--- src/gcir_pkg.sv ---
// Package: global register map, fields, reset values and types of the global block
package gcir_pkg;
   // Address map
   localparam logic [7:0] ADDR_CH_LAST     = 8'h3F;  // End of channel blocks
   localparam logic [7:0] ADDR_GLOBAL_BASE = 8'h80;  // Start of global block
   localparam logic [7:0] ADDR_GLOBAL_LAST = 8'h8F;  // End of global block
   localparam int         CH_SLOT_LSB      = 4;      // Channel number at addr[5:4]
   localparam logic [3:0] CH_STD_LAST      = 4'h7;   // Last classic register index
   // Global register offsets
   localparam logic [7:0] OFS_PENDING_MAP  = 8'h80;
   localparam logic [7:0] OFS_SRC_LOW      = 8'h81;
   localparam logic [7:0] OFS_SRC_MID      = 8'h82;
   localparam logic [7:0] OFS_SRC_HIGH     = 8'h83;
   localparam logic [7:0] OFS_TIMER_CMD    = 8'h84;
   localparam logic [7:0] OFS_TIMER_SPARE  = 8'h85;
   localparam logic [7:0] OFS_TIMER_LOW    = 8'h86;
   localparam logic [7:0] OFS_TIMER_HIGH   = 8'h87;
   localparam logic [7:0] OFS_SAMPLE_RATE  = 8'h88;
   localparam logic [7:0] OFS_SPARE_A      = 8'h89;
   localparam logic [7:0] OFS_SOFT_RESET   = 8'h8A;
   localparam logic [7:0] OFS_SLEEP_EN     = 8'h8B;
   localparam logic [7:0] OFS_REVISION     = 8'h8C;
   localparam logic [7:0] OFS_IDENTITY     = 8'h8D;
   localparam logic [7:0] OFS_BROADCAST    = 8'h8E;
   // Reset values
   localparam logic [7:0] RST_ZERO         = 8'h00;
   localparam logic [7:0] TIMER_PEND_READ  = 8'h01;  // Timer command read while pending
   // Arbitrary identity values, not tied to any real part
   localparam logic [7:0] IDENTITY_CODE    = 8'h5A;
   localparam logic [7:0] REVISION_CODE    = 8'h01;
   // Fields
   localparam int         BCAST_BIT        = 0;
   localparam int         NUM_CH           = 4;
   // Source codes
   localparam logic [2:0] SRC_NONE         = 3'h0;
   localparam logic [2:0] SRC_RX_LINE      = 3'h1;
   localparam logic [2:0] SRC_RX_TIMEOUT   = 3'h2;
   localparam logic [2:0] SRC_TX_EMPTY     = 3'h3;
   localparam logic [2:0] SRC_MODEM        = 3'h4;
   localparam logic [2:0] SRC_TIMER        = 3'h7;
   // Timer commands
   localparam logic [3:0] TCMD_IRQ_ON      = 4'h1;
   localparam logic [3:0] TCMD_IRQ_OFF     = 4'h2;

   // Host access
   typedef struct packed {
      logic       rd;     // Read strobe, one cycle
      logic       wr;     // Write strobe, one cycle
      logic [7:0] addr;   // Byte address
      logic [7:0] wdata;  // Write data
   } gcir_bus_t;

   // Per-channel report from the channel logic
   typedef struct packed {
      logic       irq;    // Channel requests service (already enable-gated)
      logic [2:0] code;   // Highest-priority source code
   } gcir_chan_t;

   // Access strobe routed to a channel block
   typedef struct packed {
      logic       rd;
      logic       wr;
      logic [3:0] reg_idx;
      logic [7:0] wdata;
   } gcir_chacc_t;
endpackage

--- src/gcir_top.sv ---
// Global configuration and interrupt register block of a four-channel serial device
//
// Summary of operation
// - Decode 256 addresses, four 16-byte channel blocks
// - Channel first eight locations are classic registers
// - Global registers live at 0x80 to 0x8F
// - Global registers reached directly, no unlock
// - Pending bit n follows channel n, bit 0 also timer and wake; bits 7:4 zero
// - Pending clears by channel status reads; timer by timer command read, wake by sleep or channel 0 read
// - Three-bit codes packed over two locator registers; third locator reads zero
// - Timer code 7 only on channel 0
// - Pending and locators reset to zero
// - Timer and wake masked by own registers
// - Wake interrupt only if all four slept
// - Self-clearing channel reset and broadcast writes
// - Per-channel 8X or 16X sampling select bits
// - Read-only identity and revision registers
// - Source code meanings, 5 and 6 reserved
// - Reset bits clear themselves after reset
// - Timer command read clears timer pending
// - 8X sampling doubles channel data rates
`timescale 1ns/1ps
module gcir_top (
   // Clock and reset
   input  wire logic                      CLOCK,
   input  wire logic                      RST_N,
   // Host register port, same clock domain
   input  wire gcir_pkg::gcir_bus_t       BUS,
   output logic [7:0]                     RDATA,
   // Channel logic side
   input  wire gcir_pkg::gcir_chan_t [3:0] CH_REPORT,
   input  wire logic [7:0]                CH_RDATA [4],
   output gcir_pkg::gcir_chacc_t [3:0]    CH_ACC,
   output logic [3:0]                     CH_SOFT_RESET,
   output logic [3:0]                     CH_SAMPLE_8X,
   output logic [3:0]                     CH_SLEEP_EN,
   // Timer and wake events, one-cycle pulses
   input  wire logic                      TIMER_TIMEOUT,
   input  wire logic                      WAKE_EVENT,
   output logic [3:0]                     TIMER_CMD,
   output logic                           TIMER_CMD_STB,
   output logic [15:0]                    TIMER_COUNT,
   // Combined interrupt request, active high
   output logic                           IRQ
);
   import gcir_pkg::*;

   // Address decode
   wire        in_chan    = (BUS.addr <= ADDR_CH_LAST);
   wire        in_global  = (BUS.addr >= ADDR_GLOBAL_BASE) &&
                            (BUS.addr <= ADDR_GLOBAL_LAST);
   wire [1:0]  ch_sel     = BUS.addr[CH_SLOT_LSB+1:CH_SLOT_LSB];
   wire [3:0]  ch_idx     = BUS.addr[3:0];
   wire        g_wr       = BUS.wr && in_global;
   wire        g_rd       = BUS.rd && in_global;

   // Global state
   logic [3:0] sample_8x;     // 1 = 8X sampling
   logic [3:0] sleep_en;      // Per-channel sleep enables
   logic       bcast;         // Broadcast channel writes
   logic [3:0] soft_rst;      // Self-clearing channel resets
   logic [7:0] timer_low;     // Timer reload, low byte
   logic [7:0] timer_high;    // Timer reload, high byte
   logic       timer_irq_en;  // Timer interrupt enable
   logic       timer_pend;    // Timer time-out pending
   logic       wake_pend;     // Wake-up interrupt pending
   logic       all_slept;     // All four channels were asleep
   logic [3:0] pend_map;      // Registered pending bitmap
   logic [2:0] src_code [4];  // Registered source codes

   // Write decode
   function automatic logic hit(input logic [7:0] ofs);
      hit = g_wr && (BUS.addr == ofs);
   endfunction

   wire rd_timer_cmd = g_rd && (BUS.addr == OFS_TIMER_CMD);
   wire rd_sleep     = g_rd && (BUS.addr == OFS_SLEEP_EN);

   // Channel access routing; broadcast copies writes to every channel
   genvar g;
   generate
      for (g = 0; g < NUM_CH; g++) begin : g_ch
         wire sel_me = in_chan && (ch_sel == 2'(g));
         assign CH_ACC[g].rd      = BUS.rd && sel_me;
         assign CH_ACC[g].wr      = BUS.wr && in_chan && (sel_me || bcast);
         assign CH_ACC[g].reg_idx = ch_idx;
         assign CH_ACC[g].wdata   = BUS.wdata;
      end
   endgenerate

   // Pending and source codes; channel logic clears its own irq on
   // status reads, so global reads cannot disturb it
   logic [3:0] next_pend;
   logic [2:0] next_code [4];
   always_comb begin
      for (int i = 0; i < NUM_CH; i++) begin
         next_pend[i] = CH_REPORT[i].irq;
         next_code[i] = CH_REPORT[i].irq ? CH_REPORT[i].code : SRC_NONE;
         if (next_code[i] == SRC_TIMER) begin
            next_code[i] = SRC_NONE;
         end
      end
      // Timer reports as channel 0; channel source wins by priority
      if (timer_pend && timer_irq_en && !CH_REPORT[0].irq) begin
         next_pend[0] = 1'b1;
         next_code[0] = SRC_TIMER;
      end
      // Wake-up shows as pending with code none on channel 0
      if (wake_pend && !next_pend[0]) begin
         next_pend[0] = 1'b1;
      end
   end

   // Source locator packing, 3 bits per channel
   wire [23:0] packed_codes = {12'h000, src_code[3], src_code[2],
                               src_code[1], src_code[0]};

   // Status registers
   always_ff @(posedge CLOCK or negedge RST_N) begin
      if (!RST_N) begin
         pend_map <= 4'h0;
         for (int i = 0; i < NUM_CH; i++) src_code[i] <= SRC_NONE;
      end else begin
         pend_map <= next_pend;
         for (int i = 0; i < NUM_CH; i++) src_code[i] <= next_code[i];
      end
   end

   // Timer pending: set wins over the clearing read
   always_ff @(posedge CLOCK or negedge RST_N) begin
      if (!RST_N) begin
         timer_pend <= 1'b0;
      end else if (TIMER_TIMEOUT) begin
         timer_pend <= 1'b1;
      end else if (rd_timer_cmd) begin
         timer_pend <= 1'b0;
      end
   end

   // Timer interrupt enable from commands
   always_ff @(posedge CLOCK or negedge RST_N) begin
      if (!RST_N) begin
         timer_irq_en <= 1'b0;
      end else if (hit(OFS_TIMER_CMD) && BUS.wdata[3:0] == TCMD_IRQ_ON) begin
         timer_irq_en <= 1'b1;
      end else if (hit(OFS_TIMER_CMD) && BUS.wdata[3:0] == TCMD_IRQ_OFF) begin
         timer_irq_en <= 1'b0;
      end
   end

   // Sleep tracking and wake interrupt; sleep register is the wake mask
   wire all_asleep = (sleep_en == 4'hF);
   always_ff @(posedge CLOCK or negedge RST_N) begin
      if (!RST_N) begin
         all_slept <= 1'b0;
         wake_pend <= 1'b0;
      end else begin
         all_slept <= all_asleep;
         if (WAKE_EVENT && all_slept && all_asleep) begin
            wake_pend <= 1'b1;
         end else if (rd_sleep || CH_ACC[0].rd) begin
            wake_pend <= 1'b0;
         end
      end
   end

   // Control registers
   always_ff @(posedge CLOCK or negedge RST_N) begin
      if (!RST_N) begin
         sample_8x  <= 4'h0;
         sleep_en   <= 4'h0;
         bcast      <= 1'b0;
         timer_low  <= RST_ZERO;
         timer_high <= RST_ZERO;
      end else begin
         if (hit(OFS_SAMPLE_RATE)) sample_8x  <= BUS.wdata[3:0];
         if (hit(OFS_SLEEP_EN))    sleep_en   <= BUS.wdata[3:0];
         if (hit(OFS_BROADCAST))   bcast      <= BUS.wdata[BCAST_BIT];
         if (hit(OFS_TIMER_LOW))   timer_low  <= BUS.wdata;
         if (hit(OFS_TIMER_HIGH))  timer_high <= BUS.wdata;
      end
   end

   // Soft reset: one-cycle pulse per written one, then self-clears
   always_ff @(posedge CLOCK or negedge RST_N) begin
      if (!RST_N) begin
         soft_rst <= 4'h0;
      end else if (hit(OFS_SOFT_RESET)) begin
         soft_rst <= BUS.wdata[3:0];
      end else begin
         soft_rst <= 4'h0;
      end
   end

   // Read mux, combinational; unmapped and reserved give zero
   logic [7:0] g_rdata;
   always_comb begin
      case (BUS.addr)
         OFS_PENDING_MAP: g_rdata = {4'h0, pend_map};
         OFS_SRC_LOW:     g_rdata = packed_codes[7:0];
         OFS_SRC_MID:     g_rdata = packed_codes[15:8];
         OFS_SRC_HIGH:    g_rdata = packed_codes[23:16];
         OFS_TIMER_CMD:   g_rdata = timer_pend ? TIMER_PEND_READ : RST_ZERO;
         OFS_TIMER_LOW:   g_rdata = timer_low;
         OFS_TIMER_HIGH:  g_rdata = timer_high;
         OFS_SAMPLE_RATE: g_rdata = {4'h0, sample_8x};
         OFS_SLEEP_EN:    g_rdata = {4'h0, sleep_en};
         OFS_REVISION:    g_rdata = REVISION_CODE;
         OFS_IDENTITY:    g_rdata = IDENTITY_CODE;
         OFS_BROADCAST:   g_rdata = {7'h00, bcast};
         default:         g_rdata = RST_ZERO;
      endcase
   end

   // Final read data: channel, global or zero
   always_comb begin
      if (in_chan)        RDATA = CH_RDATA[ch_sel];
      else if (in_global) RDATA = g_rdata;
      else                RDATA = RST_ZERO;
   end

   // Outputs
   assign CH_SOFT_RESET = soft_rst;
   assign CH_SAMPLE_8X  = sample_8x;
   assign CH_SLEEP_EN   = sleep_en;
   assign TIMER_CMD     = BUS.wdata[3:0];
   assign TIMER_CMD_STB = hit(OFS_TIMER_CMD);
   assign TIMER_COUNT   = {timer_high, timer_low};
   assign IRQ           = |pend_map;

   // Assertions
   AST_PEND_HIGH_ZERO: assert property (@(posedge CLOCK) disable iff (!RST_N)
      BUS.rd && BUS.addr == OFS_PENDING_MAP |-> RDATA[7:4] == 4'h0)
      else $error("pending map upper bits not zero");
   AST_PEND_FOLLOWS: assert property (@(posedge CLOCK) disable iff (!RST_N)
      CH_REPORT[1].irq |=> pend_map[1])
      else $error("pending bit did not follow channel");
   AST_CODE7_CH0: assert property (@(posedge CLOCK) disable iff (!RST_N)
      src_code[1] != SRC_TIMER && src_code[2] != SRC_TIMER && src_code[3] != SRC_TIMER)
      else $error("timer code on non-zero channel");
   AST_TIMER_CLEAR: assert property (@(posedge CLOCK) disable iff (!RST_N)
      rd_timer_cmd && !TIMER_TIMEOUT |=> !timer_pend)
      else $error("timer pending not cleared by read");
   AST_TIMER_READ: assert property (@(posedge CLOCK) disable iff (!RST_N)
      BUS.rd && BUS.addr == OFS_TIMER_CMD |-> RDATA == {7'h00, timer_pend})
      else $error("timer command read value wrong");
   // Back-to-back reset writes are legal, so only a lone write is timed
   AST_RESET_PULSE: assert property (@(posedge CLOCK) disable iff (!RST_N)
      hit(OFS_SOFT_RESET) ##1 !hit(OFS_SOFT_RESET)
         |-> soft_rst == $past(BUS.wdata[3:0]) ##1 soft_rst == 4'h0)
      else $error("soft reset not one-cycle");
   AST_BCAST_WR: assert property (@(posedge CLOCK) disable iff (!RST_N)
      bcast && BUS.wr && in_chan |-> (CH_ACC[0].wr && CH_ACC[3].wr))
      else $error("broadcast write missed a channel");
   AST_RSVD_ZERO: assert property (@(posedge CLOCK) disable iff (!RST_N)
      BUS.rd && BUS.addr > ADDR_CH_LAST && BUS.addr < ADDR_GLOBAL_BASE
         |-> RDATA == RST_ZERO)
      else $error("reserved read not zero");
   AST_WAKE_GATE: assert property (@(posedge CLOCK) disable iff (!RST_N)
      $rose(wake_pend) |-> $past(all_slept))
      else $error("wake interrupt without all channels asleep");
   AST_IDENT: assert property (@(posedge CLOCK) disable iff (!RST_N)
      BUS.rd && BUS.addr == OFS_IDENTITY |-> RDATA == IDENTITY_CODE)
      else $error("identity read wrong");

   COV_TIMER_IRQ: cover property (@(posedge CLOCK) disable iff (!RST_N)
      src_code[0] == SRC_TIMER ##[1:20] rd_timer_cmd);
   COV_SOFT_RESET: cover property (@(posedge CLOCK) disable iff (!RST_N) soft_rst != 4'h0);
   COV_BCAST: cover property (@(posedge CLOCK) disable iff (!RST_N) bcast && BUS.wr && in_chan);
   COV_WAKE: cover property (@(posedge CLOCK) disable iff (!RST_N) $rose(wake_pend));
endmodule

--- config.mk ---
export PLATFORM = sky130hd
export DESIGN_NAME = gcir_top
export DESIGN_NICKNAME = d
export VERILOG_FILES = /design/src/gcir_pkg.sv /design/src/gcir_top.sv
export SDC_FILE = /design/constraint.sdc
export NUM_CORES = 1
export LEC_CHECK = 0
export BUFFER_PORTS_ARGS = -buffer_cell sky130_fd_sc_hd__buf_4
export CORE_MARGIN = 2
export CORE_UTILIZATION = 40
export DETAILED_ROUTE_END_ITERATION = 8
export PLACE_DENSITY = 0.73
export SLEW_MARGIN = 20
export SYNTH_ARGS = -nofsm -noshare
export SYNTH_HDL_FRONTEND = slang
export SYNTH_SLANG_ARGS = --single-unit
--- constraint.sdc ---
create_clock -name CLOCK -period 5.21 [get_ports CLOCK]
set_input_delay 0.7815 -clock CLOCK [delete_from_list [all_inputs] [get_ports CLOCK]]
set_output_delay 0.7815 -clock CLOCK [all_outputs]
set_load 0.005 [all_outputs]
# Word level (Yosys, flattened, before mapping)
# Index checks and enable logic that the tools add are counted.
# Widths: inputs -> output; s select.
# op_classes
n_bitwise	1
n_eq_ne	22
muxes	25
reduce_logical	44
order_cmp	4
# op_table
op	n
$eq 8x8->1 const B	12
$pmux 8 s11	1
$logic_and 1x1->1	32
$mux 8	4
$mux 3	9
$bmux 8 s2	1
$eq 3x3->1 const B	4
$mux 1	9
$ge 8x8->1 const B	1
$le 8x6->1 const B	1
$le 8x8->1 const B	1
$reduce_bool 2->1	3
$logic_or 1x1->1	5
$eq 2x2->1 const B	2
$eq 4x1->1 const B	1
$eq 4x2->1 const B	1
$eq 4x4->1 const B	1
$mux 4	1
$reduce_or 4->1	1
$ge 3x3->1 const B	1
$not 2->3	1
$eq 2x1->1 const B	1
$logic_not 1->1	2
$logic_not 2->1	1
# totals
ff_bits	49
input_bits	70
output_inout_bits	98
word_cells	111

# Depth between registers and ports, before layout
# logic_depth
depth_word	7
ltp_mapped	6
ltp_nobuf	4

# Least setup slack after synthesis
# Ideal clock, no wire load.
# synth_path
path_type	input -> output
from	input BUS[13] in the netlist's numbering
to	output RDATA[3]
path_stages	5
arrival_ns	1.966
path_buffers	1
t_required_ns	4.429
setup_slack_ns	2.463
path_cell_list	buf_2 > or4b_1 > nor4b_1 > a31oi_1 > o211ai_1
# synth_via
elab_chain_len	5
elab_cells_between_ends	22
classes_between	3 x order compare; 11 x eq/ne; 6 x mux; 1 x bitwise; 1 x reduce/logical
# synth_lines
item	line	source
start: declaration	gcir_top.sv:28	input wire gcir_pkg::gcir_bus_t BUS,
branches (longest 4 deep; another with $ge 8x8->1)	n/a	
$mux 8 (*)	gcir_top.sv:217	if (in_chan) RDATA = CH_RDATA[ch_sel];
end: declaration	gcir_top.sv:29	output logic [7:0] RDATA,
# Every way passes the cells marked *. The select of a mux whose other input is x is not followed.

# Final worst setup path
# layout_path
from	input BUS[12] in the netlist's numbering
to	output RDATA[6]
# The elaborated chain is that of the path after synthesis.

==> metrics.cfg <==
[die]
rows = 32
die_area_mm2 = 0.00845
die_y_um = 91.9
io_pins = 168
coreArea_mm2 = 0.00761
fp.dieW_um = 91.9
initial_utilization = 0.406

[global_routing]
grt_max_degree = 50
grt_pass1_vias = 2578
use_met1 = 0.259
grt_usage = 0.198
grt_pass1_wl_um = 13200
use_met3 = 0.0411
overflow = 0
use_met2 = 0.331
gr-max-usage-layer = met2
antenna_found_initial = 0

[sta]
fin_crit_ns = 3.45
hold_viol = 0
timing.fmax_ghz = 0.290
worstMarginPinSlew_ns = 0.770
maxSlewViolCount = 0
rsz0062_at_grt = false
setup_tns_ns = 0
skew_ns = 0.00561
relSlewSlack = 0.484
setup_viol = 0
min_period_over_period = 0.662

[clock_network]
clk_pin_slew_ns = 0.08
cts_setup_buffers = 0
clk_path_buf_depth = 2
cts_buffers = 5
cts_resized = 0
htree_num_levels = 2
clock-root-buffer = clkbuf_8
cts_tree = built
clock_latency_ns = 0.30
cts_hold_buf = 0
clkSinkCount = 49

[logic_synthesis]
yosysTopAreaCellShare = 0.397
ys_seq_area_frac = 0.397
avgSynthCellArea_um2 = 10.5
postSynthCellCount = 294
async_reset_ff_frac = 1.00
synth_top_flop_cell = dfrtp_1
syn_area_mm2 = 0.00309
synth_area_leader_cell = dfrtp_1
synth-edff-count = 0
ys_types = 52
synth_nets = 364
ys_ff_latch = 49
yosys_warnings = 0
synthTopCellsByArea = dfrtp_1 40%, buf_4 13%, mux2_2 9.8%

[final_layout]
fillers = 700
area_delta_synth_final_pct = 32.8
drive_gt1_frac = 0.537
layout_common_cells = 167 x buf_4, 49 x dfrtp_1, 29 x nand2_1
n_antenna_cell = 0
nets = 475
layout_commonest_cell = buf_4
fin_area_mm2 = 0.00411

[critical_path]
reg2reg_slack_ns = 4.14
path_max_fanout = 16
critPathCaptureType = output port
critPathKind = in2out
critPathRequiredTime_ns = 4.43
arrival_ns = 2.67
start_kind = primary input

[route]
ant_nets = 0
dr.first_iter.drc_count = 168
via_per_inst = 5.26
drc = 0
wl_per_cell_um = 16.6
wl_um = 8450
first_pass_iters = 4
vias = 2673

[worst_hold_path]
hold_class = in2async

[power]
switching_share = 0.268
vdd_drop_max_mv = 0.121
p_clk_frac = 0.266
combPwrFrac = 0.234
power_leakage_nw = 2.02
intPower_mw = 0.596
switching_power_mw = 0.218
powerDensity_mw_per_mm2 = 198
power_frac_seq = 0.500
p_total_mw = 0.813

[place]
placed_area_mm2 = 0.00402
gp_congestion = 0.905
port-buffer-count = 167
hpwl_um = 6440

[run_status]
status = finished clean

[job]
cap_violations = 0

-- metal layers --
layer	routed length, µm	vias to the layer above
li1	-	1240
met1	3410	1295
met2	4250	123
met3	609	15
met4	179	0
met5	0	-
-- worst max-delay path: stages --
cell and delay [ns]:
buf_4 0.19, nor4b_4 0.73, nand3_1 0.35, o22a_1 0.26, o21ai_0 0.19, buf_4 0.15
-- area by class of cell --
class	instances	area, µm²	area share
clock buffer	6	72.6	0.0177
tap	102	128	0.0311
timing repair buffer	167	1250	0.305
inverter	3	11.3	0.00274
clock inverter	2	10.0	0.00244
sequential	49	1230	0.299
multi-input combinational	179	1400	0.342
-- cells in the mapped netlist, types with 5 or more instances --
cell type	n
buf_4	53
dfrtp_1	49
nand2_1	29
mux2_2	27
a21oi_1	15
nor2_1	13
mux2i_1	9
mux4_2	8
o21ai_0	6
a31oi_1	5
and2_1	5
buf_2	5
-- state kept, by name, summed over array words and instances, names as in the netlist --
signal / count
packed_codes: 12
CH_SLEEP_EN: 4
timer_low: 8
timer_pend: 1
timer_irq_en: 1
CH_SOFT_RESET: 4
bcast: 1
pend_map: 4
timer_high: 8
CH_SAMPLE_8X: 4
all_slept: 1
wake_pend: 1
-- per-stage QoR --
stage	std cells	setup slack, ns	hold WS [ns]	util
after global placement	500	1.84	0.483	0.529
after global routing	508	1.53	0.521	0.540
after floorplan	294	2.46	0.435	-
after detailed placement	500	1.79	0.481	0.529
final	508	1.76	0.483	0.540
after CTS	508	1.77	0.503	0.540
-- logic make-up after synthesis --
kind of cell	synth area share
buffers and inverters	0.149
AOI/OAI and AO/OA	0.116
and+or+nand+nor	0.152
muxes	0.186
DFF	0.397
-- power by group through the flow --
stage,sequential (mW),clock (mW),combinational (mW)
4_1_cts,0.407,0.223,0.193
5_1_grt,0.409,0.239,0.207
2_1_floorplan,0.412,0,0.0961
3_3_place_gp,0.414,0,0.189
6_report,0.407,0.216,0.190
3_5_place_dp,0.414,0,0.192
-- worst paths after layout --
| check | from | endpoint | cells after the start |
|---|---|---|---|
| hold / removal | RST_N | packed_codes[0] | 1 |
| max in group asynchronous | RST_N | packed_codes[9] | 1 |
| setup / recovery | BUS[12] | RDATA[6] | 6 |
| hold reg to reg | wake_pend | pend_map[0] | 2 |
| setup reg to reg | CH_SLEEP_EN[0] | wake_pend | 2 |
| min in group CLOCK | wake_pend | pend_map[0] | 2 |
Power figures use the tool's default switching activity.
